<file path="config.mk">
export PLATFORM = sky130hd
export DESIGN_NAME = link_node_address_control_regs
export DESIGN_NICKNAME = d
export VERILOG_FILES = /design/src/rtl/link_regs_pkg.sv /design/src/rtl/node_cfg_if.sv /design/src/rtl/packet_accept_filter.sv /design/src/rtl/self_id_checker.sv /design/src/rtl/link_node_address_control_regs.sv
export SDC_FILE = /design/constraint.sdc
export NUM_CORES = 1
export LEC_CHECK = 0
export ABC_AREA = 1
export BUFFER_PORTS_ARGS = -buffer_cell sky130_fd_sc_hd__buf_4
export CORE_MARGIN = 5
export CORE_UTILIZATION = 47
export DETAILED_ROUTE_END_ITERATION = 7
export PLACE_DENSITY = 0.75
export SETUP_SLACK_MARGIN = 0.1
export SYNTH_ARGS = -nofsm -noshare
export SYNTH_HDL_FRONTEND = slang
export SYNTH_SLANG_ARGS = --single-unit
</file>
<file path="constraint.sdc">
create_clock -name clk_sys -period 1.3 [get_ports clk_sys]
set_input_delay 0.195 -clock clk_sys [delete_from_list [all_inputs] [get_ports clk_sys]]
set_output_delay 0.195 -clock clk_sys [all_outputs]
set_load 0.05 [all_outputs]
</file>
<file path="src/rtl/link_regs_pkg.sv">
package link_regs_pkg;
   // host register offsets
   localparam logic [7:0]  ADDR_CHIP_ID       = 8'h00;
   localparam logic [7:0]  ADDR_NODE_ACK      = 8'h04;
   localparam logic [7:0]  ADDR_LINK_CTRL     = 8'h08;
   // identification value is arbitrary, not a real part code
   localparam logic [15:0] CHIP_VERSION       = 16'h0001;
   localparam logic [15:0] CHIP_REVISION      = 16'h0002;
   // widths
   localparam int          BUS_ID_W           = 10;
   localparam int          NODE_ID_W          = 6;
   localparam int          ACK_W              = 4;
   // field positions as vector indices; index 0 is the word lsb
   localparam int          VERSION_LSB        = 16;
   localparam int          REVISION_LSB       = 0;
   localparam int          BUS_ID_LSB         = 22;
   localparam int          NODE_ID_LSB        = 16;
   localparam int          ACK_LSB            = 4;
   localparam int          ID_VALID_BIT       = 31;
   localparam int          SELF_ID_BIT        = 30;
   // masks and reset values
   localparam logic [31:0] NODE_ADDR_MASK     = 32'hffff_0000;
   localparam logic [31:0] ACK_FIELD_MASK     = 32'h0000_00f0;
   localparam logic [31:0] NODE_ACK_RESET     = 32'hffff_0000;
   localparam logic [31:0] LINK_CTRL_RESET    = 32'h0000_0000;
   // special values
   localparam logic [9:0]  BUS_BROADCAST      = 10'h3ff;
   localparam logic [5:0]  NODE_BROADCAST     = 6'h3f;
   localparam logic [3:0]  ACK_TIMEOUT_CODE   = 4'h0;
   localparam logic [3:0]  ACK_SID_GOOD       = 4'h1;
   localparam logic [3:0]  ACK_SID_BAD        = 4'hd;
endpackage

</file>
<file path="src/rtl/node_cfg_if.sv">
`timescale 1ns/1ns
interface node_cfg_if;
   logic [link_regs_pkg::BUS_ID_W-1:0]  bus_identifier;
   logic [link_regs_pkg::NODE_ID_W-1:0] node_identifier;
   logic                                node_id_valid;
   logic                                self_id_receive_enable;
   modport cfg_src (output bus_identifier, output node_identifier,
                    output node_id_valid, output self_id_receive_enable);
   modport cfg_use (input bus_identifier, input node_identifier,
                    input node_id_valid, input self_id_receive_enable);
endinterface

</file>
<file path="src/rtl/packet_accept_filter.sv">
`timescale 1ns/1ns
module packet_accept_filter (
   input  wire logic                                clk_sys,
   input  wire logic                                rst_n,
   node_cfg_if.cfg_use                              cfg,
   input  wire logic                                pkt_hdr_valid,
   input  wire logic [link_regs_pkg::BUS_ID_W-1:0]  pkt_dest_bus,
   input  wire logic [link_regs_pkg::NODE_ID_W-1:0] pkt_dest_node,
   output logic                                     decision_valid_reg,
   output logic                                     accept_reg
);
   import link_regs_pkg::*;
   logic bus_ok;
   logic node_ok;
   logic decision_valid_next;
   logic accept_next;

   always_comb begin
      bus_ok  = (pkt_dest_bus == BUS_BROADCAST) ||
                (pkt_dest_bus == cfg.bus_identifier);
      // own address only counts once software marks it valid
      node_ok = (pkt_dest_node == NODE_BROADCAST) ||
                (cfg.node_id_valid && pkt_dest_node == cfg.node_identifier);
      decision_valid_next = pkt_hdr_valid;
      accept_next         = pkt_hdr_valid ? (bus_ok && node_ok) : accept_reg;
   end

   always_ff @(posedge clk_sys) begin
      if (!rst_n) begin
         decision_valid_reg <= 1'b0;
         accept_reg         <= 1'b0;
      end else begin
         decision_valid_reg <= decision_valid_next;
         accept_reg         <= accept_next;
      end
   end
endmodule

</file>
<file path="src/rtl/self_id_checker.sv">
`timescale 1ns/1ns
module self_id_checker (
   input  wire logic        clk_sys,
   input  wire logic        rst_n,
   node_cfg_if.cfg_use      cfg,
   input  wire logic        sid_quadlet_valid,
   input  wire logic [31:0] sid_quadlet,
   input  wire logic        sid_period_end,
   output logic             grf_write_valid_reg,
   output logic [31:0]      grf_write_data_reg
);
   import link_regs_pkg::*;
   typedef enum logic {WAIT_FIRST, WAIT_SECOND} sid_phase_t;
   sid_phase_t  phase_reg, phase_next;
   logic [31:0] first_reg, first_next;
   logic        bad_reg, bad_next;
   logic        seen_reg, seen_next;
   logic        grf_valid_next;
   logic [31:0] grf_data_next;

   always_comb begin
      phase_next     = phase_reg;
      first_next     = first_reg;
      bad_next       = bad_reg;
      seen_next      = seen_reg;
      grf_valid_next = 1'b0;
      grf_data_next  = grf_write_data_reg;
      if (cfg.self_id_receive_enable && sid_quadlet_valid) begin
         grf_valid_next = 1'b1;
         grf_data_next  = sid_quadlet;
         seen_next      = 1'b1;
         unique case (phase_reg)
            WAIT_FIRST: begin
               first_next = sid_quadlet;
               phase_next = WAIT_SECOND;
            end
            WAIT_SECOND: begin
               if (sid_quadlet != ~first_reg) bad_next = 1'b1;
               phase_next = WAIT_FIRST;
            end
         endcase
      end else if (cfg.self_id_receive_enable && sid_period_end && seen_reg) begin
         // a dangling half pair is reported as bad data
         grf_valid_next = 1'b1;
         grf_data_next  = '0;
         grf_data_next[ACK_LSB +: ACK_W] =
            (bad_reg || phase_reg == WAIT_SECOND) ? ACK_SID_BAD : ACK_SID_GOOD;
         phase_next = WAIT_FIRST;
         bad_next   = 1'b0;
         seen_next  = 1'b0;
      end
   end

   always_ff @(posedge clk_sys) begin
      if (!rst_n) begin
         phase_reg           <= WAIT_FIRST;
         first_reg           <= '0;
         bad_reg             <= 1'b0;
         seen_reg            <= 1'b0;
         grf_write_valid_reg <= 1'b0;
         grf_write_data_reg  <= '0;
      end else begin
         phase_reg           <= phase_next;
         first_reg           <= first_next;
         bad_reg             <= bad_next;
         seen_reg            <= seen_next;
         grf_write_valid_reg <= grf_valid_next;
         grf_write_data_reg  <= grf_data_next;
      end
   end
endmodule

</file>
<file path="src/rtl/link_node_address_control_regs.sv">
`timescale 1ns/1ns
// Functional notes
// - read-only id: version high, revision low
// - node/ack register at 04h, address fields writable
// - ack field writable only while unlock set
// - 10-bit bus id: source and filter
// - always accept destination bus 3FFh
// - 6-bit node id: source and filter
// - always accept broadcast node 3Fh
// - store last received transmit ack code
// - ack timeout writes zero into ack
// - control register at 08h, read/write, zero reset
// - node id valid enables own-address acceptance
// - self-id enable forwards self-id to receive fifo
// - self-id second quadlet is complement of first
// - self-id status code 1h good, Dh bad
module link_node_address_control_regs (
   input  wire logic                                clk_sys,
   input  wire logic                                rst_n,
   input  wire logic                                host_cs_n,
   input  wire logic [7:0]                          host_addr,
   input  wire logic                                host_wr,
   input  wire logic [31:0]                         host_wdata,
   output logic      [31:0]                         host_rdata_reg,
   input  wire logic                                diag_register_write_unlock,
   input  wire logic                                at_ack_valid,
   input  wire logic [link_regs_pkg::ACK_W-1:0]     at_ack_code,
   input  wire logic                                at_ack_timeout,
   input  wire logic                                pkt_hdr_valid,
   input  wire logic [link_regs_pkg::BUS_ID_W-1:0]  pkt_dest_bus,
   input  wire logic [link_regs_pkg::NODE_ID_W-1:0] pkt_dest_node,
   output logic                                     pkt_decision_valid,
   output logic                                     pkt_accept,
   output logic      [15:0]                         source_address_reg,
   output logic                                     node_id_valid_reg,
   output logic                                     self_id_receive_enable_reg,
   input  wire logic                                sid_quadlet_valid,
   input  wire logic [31:0]                         sid_quadlet,
   input  wire logic                                sid_period_end,
   output logic                                     grf_write_valid,
   output logic      [31:0]                         grf_write_data
);
   import link_regs_pkg::*;

   function automatic logic reg_hit(input logic cs_n, input logic [7:0] addr,
                                    input logic [7:0] offset);
      return !cs_n && addr == offset;
   endfunction

   logic [31:0] node_ack_reg, node_ack_next;
   logic [31:0] link_ctrl_reg, link_ctrl_next;
   logic [31:0] host_rdata_next;
   logic [15:0] source_address_next;
   logic        node_id_valid_next;
   logic        self_id_receive_enable_next;
   logic [31:0] node_wmask;
   logic        wr_node;
   logic        wr_ctrl;

   node_cfg_if cfg ();

   // live register values feed the filter so a write takes effect next cycle
   assign cfg.bus_identifier         = node_ack_reg[BUS_ID_LSB +: BUS_ID_W];
   assign cfg.node_identifier        = node_ack_reg[NODE_ID_LSB +: NODE_ID_W];
   assign cfg.node_id_valid          = link_ctrl_reg[ID_VALID_BIT];
   assign cfg.self_id_receive_enable = link_ctrl_reg[SELF_ID_BIT];

   // register write path
   always_comb begin
      wr_node        = reg_hit(host_cs_n, host_addr, ADDR_NODE_ACK) && host_wr;
      wr_ctrl        = reg_hit(host_cs_n, host_addr, ADDR_LINK_CTRL) && host_wr;
      node_wmask     = NODE_ADDR_MASK;
      if (diag_register_write_unlock) node_wmask = NODE_ADDR_MASK | ACK_FIELD_MASK;
      node_ack_next  = node_ack_reg;
      link_ctrl_next = link_ctrl_reg;
      if (wr_node) begin
         // reserved bits never store, so they read back zero
         node_ack_next = (host_wdata & node_wmask) | (node_ack_reg & ~node_wmask);
      end
      // link events win over a host write in the same cycle
      if (at_ack_valid) begin
         node_ack_next[ACK_LSB +: ACK_W] = at_ack_code;
      end else if (at_ack_timeout) begin
         node_ack_next[ACK_LSB +: ACK_W] = ACK_TIMEOUT_CODE;
      end
      if (wr_ctrl) link_ctrl_next = host_wdata;
   end

   always_ff @(posedge clk_sys) begin
      if (!rst_n) begin
         node_ack_reg  <= NODE_ACK_RESET;
         link_ctrl_reg <= LINK_CTRL_RESET;
      end else begin
         node_ack_reg  <= node_ack_next;
         link_ctrl_reg <= link_ctrl_next;
      end
   end

   // read path and status outputs
   always_comb begin
      host_rdata_next = host_rdata_reg;
      if (!host_cs_n && !host_wr) begin
         if (reg_hit(host_cs_n, host_addr, ADDR_CHIP_ID)) begin
            host_rdata_next = {CHIP_VERSION, CHIP_REVISION};
         end else if (reg_hit(host_cs_n, host_addr, ADDR_NODE_ACK)) begin
            host_rdata_next = node_ack_reg;
         end else if (reg_hit(host_cs_n, host_addr, ADDR_LINK_CTRL)) begin
            host_rdata_next = link_ctrl_reg;
         end else begin
            host_rdata_next = '0;
         end
      end
      source_address_next         = {cfg.bus_identifier, cfg.node_identifier};
      node_id_valid_next          = cfg.node_id_valid;
      self_id_receive_enable_next = cfg.self_id_receive_enable;
   end

   always_ff @(posedge clk_sys) begin
      if (!rst_n) begin
         host_rdata_reg             <= '0;
         source_address_reg         <= NODE_ACK_RESET[31:16];
         node_id_valid_reg          <= 1'b0;
         self_id_receive_enable_reg <= 1'b0;
      end else begin
         host_rdata_reg             <= host_rdata_next;
         source_address_reg         <= source_address_next;
         node_id_valid_reg          <= node_id_valid_next;
         self_id_receive_enable_reg <= self_id_receive_enable_next;
      end
   end

   packet_accept_filter u_filter (
      .clk_sys            (clk_sys),
      .rst_n              (rst_n),
      .cfg                (cfg.cfg_use),
      .pkt_hdr_valid      (pkt_hdr_valid),
      .pkt_dest_bus       (pkt_dest_bus),
      .pkt_dest_node      (pkt_dest_node),
      .decision_valid_reg (pkt_decision_valid),
      .accept_reg         (pkt_accept)
   );

   self_id_checker u_self_id (
      .clk_sys             (clk_sys),
      .rst_n               (rst_n),
      .cfg                 (cfg.cfg_use),
      .sid_quadlet_valid   (sid_quadlet_valid),
      .sid_quadlet         (sid_quadlet),
      .sid_period_end      (sid_period_end),
      .grf_write_valid_reg (grf_write_valid),
      .grf_write_data_reg  (grf_write_data)
   );
endmodule

</file>
==> results.toml, run 1 <==
[critical_path]
cp-end-kind = "flip-flop"
rr_endpoint = "u_filter.accept_reg$_SDFFE_PN0P_"
worst-r2r-cell-count = 9
r2r-start = "node_ack_reg[19]$_SDFFE_PN1P_"
startpoint_type = "flip-flop"
cp_max_fo = 4
critPathRequiredTime_ns = 1.66
r2r_slack_ns = 0.06
crit_type = "flip-flop to flip-flop"
cp.arrival_ns = 1.60

[layout]
fillCellCount = 1192
multi_input_area_um2 = 3180
drive_above_1_share = 0.272
final_area_um2 = 10000
seq_area_um2 = 3470
final_cell_mix = "nand2_1 (293), buf_4 (196), dfxtp_1 (150)"
fin_nets = 1299
layout_commonest_cell = "nand2_1"
area_growth_pct = 44.6
insertedDiodeCount = 0

[grt]
grt_max_degree = 42
grt_first_pass_wirelength_mm = 34.6
overflow = 0
grt_pass1_vias = 6835
track_usage = 0.242
antenna_found_initial = 0

[synth]
synth_cell_types = 29
synth_xor_area_frac = 0.0189
synth.avg_cell_area_um2 = 7.20
synth_top_area_cell = "dfxtp_1"
ys_seq_elements = 172
synth_top_area_frac = 0.496
synth_top_family_by_area = "simple AND/OR/NAND/NOR gates"
synthSimpleGateAreaFrac = 0.283
syn_nets = 1065
syn_area_um2 = 6940
synth_fa_ha_area_frac = 0
synth_compound_area_frac = 0.143
ys_seq_area_frac = 0.496
synth.area.mux_share = 0
yosysWarningCount = 0
synthCells = 963
yosys-top-cells-area = "dfxtp_1 (50%), nand2_1 (16%), a21oi_1 (6.9%)"

[placed_design]
dp.final_hpwl_mm = 14.5
dpl_cell_area_um2 = 8760
placement.io_buffers = 186
place_ws_ns = -0.260
place_congestion = 0.853

[floorplanning]
row_count = 44
die_area_um2 = 17300
io_pins = 187
dieHeight_um = 131
initial_core_util = 0.479
core_area_um2 = 14500
die_w_um = 131

[clock_tree]
clock-sinks = 172
clk_path_buf_depth = 2
h-tree-depth = 4
clkTransAtPathRegs_ns = 0.07
cts_made_buffers = 17
cts_tree = "built"
clkLatencyLatePin_ns = 0.43
clock-root-buffer = "clkbuf_16"

[hold_path]
min_to = "link_ctrl_reg[7]$_SDFFE_PN0P_"
hp-start = "host_wdata[7]"
hp-class = "input port to flip-flop"
whs_path_depth = 3

[power_and_ir_drop]
sw_frac_of_total = 0.216
internal-power_uw = 9100
p_leak_uw = 0.00437
power_density_nw_per_um2 = 1160
ir_worst_vdd_mv = 0.881
seq_power_share = 0.456
combPwrFrac = 0.070
clockPowerShare = 0.474
power_switching_uw = 2510

[route]
drtPass1Iterations = 5
wl_mm = 21.9
drc = 0
drtIter0Drc = 573
ant_nets = 0
wire_per_inst_um = 15.7
vias = 7162
via_per_inst = 5.14

[sta]
setup-violations-final = 0
fin_ws_ns = 0.0593
min_period_over_period = 0.954
clock_skew_ns = 0.00656
final_hold_viol_count = 0
final-max-slew-violation-count = 0
clock.fmax_mhz = 806
period_needed_ns = 1.24
rsz0062_at_grt = "true"
slew_headroom = 0.718
worst_slew_pin_slew_ns = 0.424

[flow_run]
maxCapViolCount = 0

[outcome]
status = "completed"
per-layer routing:
metal / share of wire / up-vias / track usage
li1: - / 3576 / -
met4: 0.023 / 0 / 0.0886
met2: 0.48 / 263 / 0.396
met1: 0.43 / 3288 / 0.305
met3: 0.069 / 35 / 0.0673
met5: 0 / - / 0
metrics by stage:
step	utilization	hold slack [ns]	power, uW	TNS (ns)	cells
after floorplan	-	0.288	5680	0	963
after global placement	0.605	0.395	6120	-7.52	1324
after detailed placement	0.605	0.396	6120	-10.30	1324
after CTS	0.677	0.00379	11700	0	1386
after global routing	0.693	0.0210	12000	-0.0838	1393
final	0.693	0.0218	11600	0	1393
area by class of cell:
cell class	count	area share
Clock buffer	18	0.0438
Clock inverter	13	0.0196
Inverter	44	0.0175
Multi-Input combinational cell	692	0.317
Sequential cell	172	0.346
Tap cell	184	0.0229
Timing Repair Buffer	269	0.232
Timing Repair inverter	1	0.000499
critical path, stage by stage (launching register included):
cell and delay, ns:
dfxtp_2 0.34, inv_2 0.05, nand2_1 0.05, o21ai_1 0.08, nor2_1 0.11, nand2_1 0.08
o21ai_2 0.18, buf_6 0.14, nand2_4 0.05, a21oi_2 0.12
logic make-up after synthesis:
| group | count (synthesis) |
|---|---|
| xor gates and xnor gates | 15 |
| buffers and inverters | 99 |
| AOI/OAI and AO/OA | 187 |
| and+or+nand+nor | 490 |
| DFF | 172 |
cells in the mapped netlist (all sizes together):
cell type / instances
a21boi: 1
a21oi: 96
a22o: 1
a31oi: 1
buf: 24
clkbuf: 31
clkinv: 1
dfxtp: 172
inv: 43
nand2: 299
nand3: 58
nand3b: 1
nand4: 3
nor2: 119
nor3: 5
nor4: 1
o211ai: 15
o21ai: 70
o21bai: 1
o221ai: 2
or2: 4
xnor2: 10
xor2: 5
worst max path at each step:
stage / to / slack (ns) / from
6_report: u_filter.accept_reg$_SDFFE_PN0P_ / 0.06 / node_ack_reg[19]$_SDFFE_PN1P_
5_1_grt: u_filter.accept_reg$_SDFFE_PN0P_ / -0.08 / node_ack_reg[18]$_SDFFE_PN1P_
4_1_cts: u_self_id.grf_write_data_reg[23]$_SDFFE_PN0P_ / 0.05 / link_ctrl_reg[30]$_SDFFE_PN0P_
3_5_place_dp: host_rdata_reg[19]$_SDFFE_PN0P_ / -0.26 / host_addr[1]
3_3_place_gp: host_rdata_reg[18]$_SDFFE_PN0P_ / -0.20 / host_addr[1]
2_1_floorplan: host_rdata_reg[4]$_SDFFE_PN0P_ / 0.09 / host_addr[1]
power by group through the flow:
stage	Clock, uW	Combinational (uW)	Sequential [uW]
6_report	5510	807	5300
5_1_grt	5810	869	5300
4_1_cts	5590	784	5300
3_5_place_dp	0	704	5420
3_3_place_gp	0	702	5420
2_1_floorplan	0	236	5440
what timing repair did:
item | in CTS | in global routing
endpoints found under the hold margin | 39 | 0
cloned | 1 | 3
resized for setup | 26 | 69
buffers inserted | 0 | 5
setup endpoints to repair | 55 | 79
hold buffers | 30 | 0
pin swaps | 0 | 11
Note: power is estimated with default switching activity, not from simulation.
==> run 2: changes to the inputs <==
Settings changed: GPL_TIMING_DRIVEN set to 1, REMOVE_ABC_BUFFERS set to 1.
==> run 2 against run 1 <==
Register-to-register slack worse by 0.03 ns. Global-route usage is 1.6 points lower. Maximum frequency is 2.7% lower. Routed wire length is 6.5% lower. Combinational power is 4.0% lower. Sequential cell count stayed put. Clock power is 19% lower. Final cell count is 1.9% lower. Worst hold slack worse by 0.00085 ns. Setup slack worse by 0.035 ns. Clock skew is 0.0012 ns higher. Count of clock-buffer cells in the layout is 3 higher. Largest cell class unchanged. Highest routed layer unchanged.
==> results.toml, run 2 (same netlist as run 1, synthesis figures left out) <==
[power_and_ir_drop]
p_leak_uw = 0.00418
power_density_nw_per_um2 = 1090
ir_worst_vdd_mv = 0.846
finalPower_uw = 10500

[grt]
track_usage = 0.226
grt_max_degree = 41
overflow = 0
antenna_found_initial = 0
grt_pass1_vias = 6769
grt_first_pass_wirelength_mm = 33.0

[layout]
drive_above_1_share = 0.252
final_cells = 1367
area_growth_pct = 39.2
final_cell_mix = "nand2_1 (294), buf_4 (190), dfxtp_1 (157)"
fin_nets = 1275
fillCellCount = 1206
multi_input_area_um2 = 3150
seq_area_um2 = 3460
insertedDiodeCount = 0
layout_commonest_cell = "nand2_1"

[floorplanning]
die_area_um2 = 17300
dieHeight_um = 131
die_w_um = 131
initial_core_util = 0.479
io_pins = 187
core_area_um2 = 14500
row_count = 44

[sta]
final_hold_viol_count = 0
rsz0062_at_grt = "true"
min_period_over_period = 0.981
clock.fmax_mhz = 784
slew_headroom = 0.737
worst_slew_pin_slew_ns = 0.394
final-max-slew-violation-count = 0
whs_ns = 0.0209
fin_ws_ns = 0.0248
clock_skew_ns = 0.00776
period_needed_ns = 1.28
setup-violations-final = 0
setup_tns_ns = 0

[flow_run]
maxCapViolCount = 0

[clock_tree]
clock-root-buffer = "clkbuf_16"
clock-sinks = 172
clk_path_buf_depth = 2
clkTransAtPathRegs_ns = 0.06
cts_made_buffers = 17
clkLatencyLatePin_ns = 0.42
h-tree-depth = 4
cts_tree = "built"

[placed_design]
dp.cells = 1314
place_congestion = 0.863
place_ws_ns = -0.180
placement.io_buffers = 186
dp.final_hpwl_mm = 13.9

[critical_path]
cp_max_fo = 4
startpoint_type = "flip-flop"
cp-end-kind = "flip-flop"
critPathRequiredTime_ns = 1.65
cp.arrival_ns = 1.63
crit_type = "flip-flop to flip-flop"

[route]
drc = 0
drtPass1Iterations = 6
wire_per_inst_um = 15.0
drtIter0Drc = 478
via_per_inst = 5.16
vias = 7052
wl_mm = 20.5
ant_nets = 0

[hold_path]
hp-class = "input port to flip-flop"

[outcome]
status = "completed"
==> run 2: path summary, 6_finish.rpt <==
path         cells past startpoint                          start                                to  slack (ns)
max                              6  node_ack_reg[20]$_SDFFE_PN1P_  u_filter.accept_reg$_SDFFE_PN0P_        0.02
min                              3                 host_wdata[15]    link_ctrl_reg[15]$_SDFFE_PN0P_        0.02
max reg2reg                      6  node_ack_reg[20]$_SDFFE_PN1P_  u_filter.accept_reg$_SDFFE_PN0P_        0.02
min reg2reg                      2  node_ack_reg[19]$_SDFFE_PN1P_  source_address_reg[3]$_SDFF_PN1_        0.45
==> run 2: cell type report <==
cell class,instances,share of cell area
flip-flops and latches,172,0.358
multi-input cells,692,0.326
repair buffers,246,0.221
clock buffers,21,0.0477
well taps,184,0.0238
inverters,44,0.0176
clock inverters,8,0.00492
==> run 2: critical path: stages, from the launching register on <==
cell and delay [ns]:
dfxtp_1 0.41, xnor2_1 0.14, nand3_1 0.11, o21ai_2 0.22
buf_4 0.15, nand2_2 0.05, a21oi_2 0.13
==> run 2: what timing repair did <==
action | 4_1_cts | 5_1_grt
hold endpoints to repair | 24 | 0
setup endpoints to repair | 53 | 78
gates cloned | 0 | 2
buffers inserted | 0 | 1
gates resized for setup | 25 | 48
pin swaps | 1 | 10
hold buffers | 21 | 0
==> run 2: metal layers <==
layer,wire length (um),track usage
met1,8920,0.291
met5,0,0
met4,466,0.0771
met3,1530,0.0612
met2,9580,0.367
==> run 2: stage by stage <==
step	cell area [um2]	util
floorplan	6690	-
global placement	8700	0.601
detailed placement	8700	0.601
CTS	9490	0.655
global route	9660	0.667
finish	9660	0.667
==> run 2: where the power goes <==
group | switching (uW) | internal, uW | total (uW) | leakage (uW)
Clock | 1960 | 2490 | 4450 | 0.000246
Combinational | 410 | 365 | 775 | 0.00255
Sequential | 13.0 | 5290 | 5300 | 0.00139
Total | 2380 | 8150 | 10500 | 0.00418
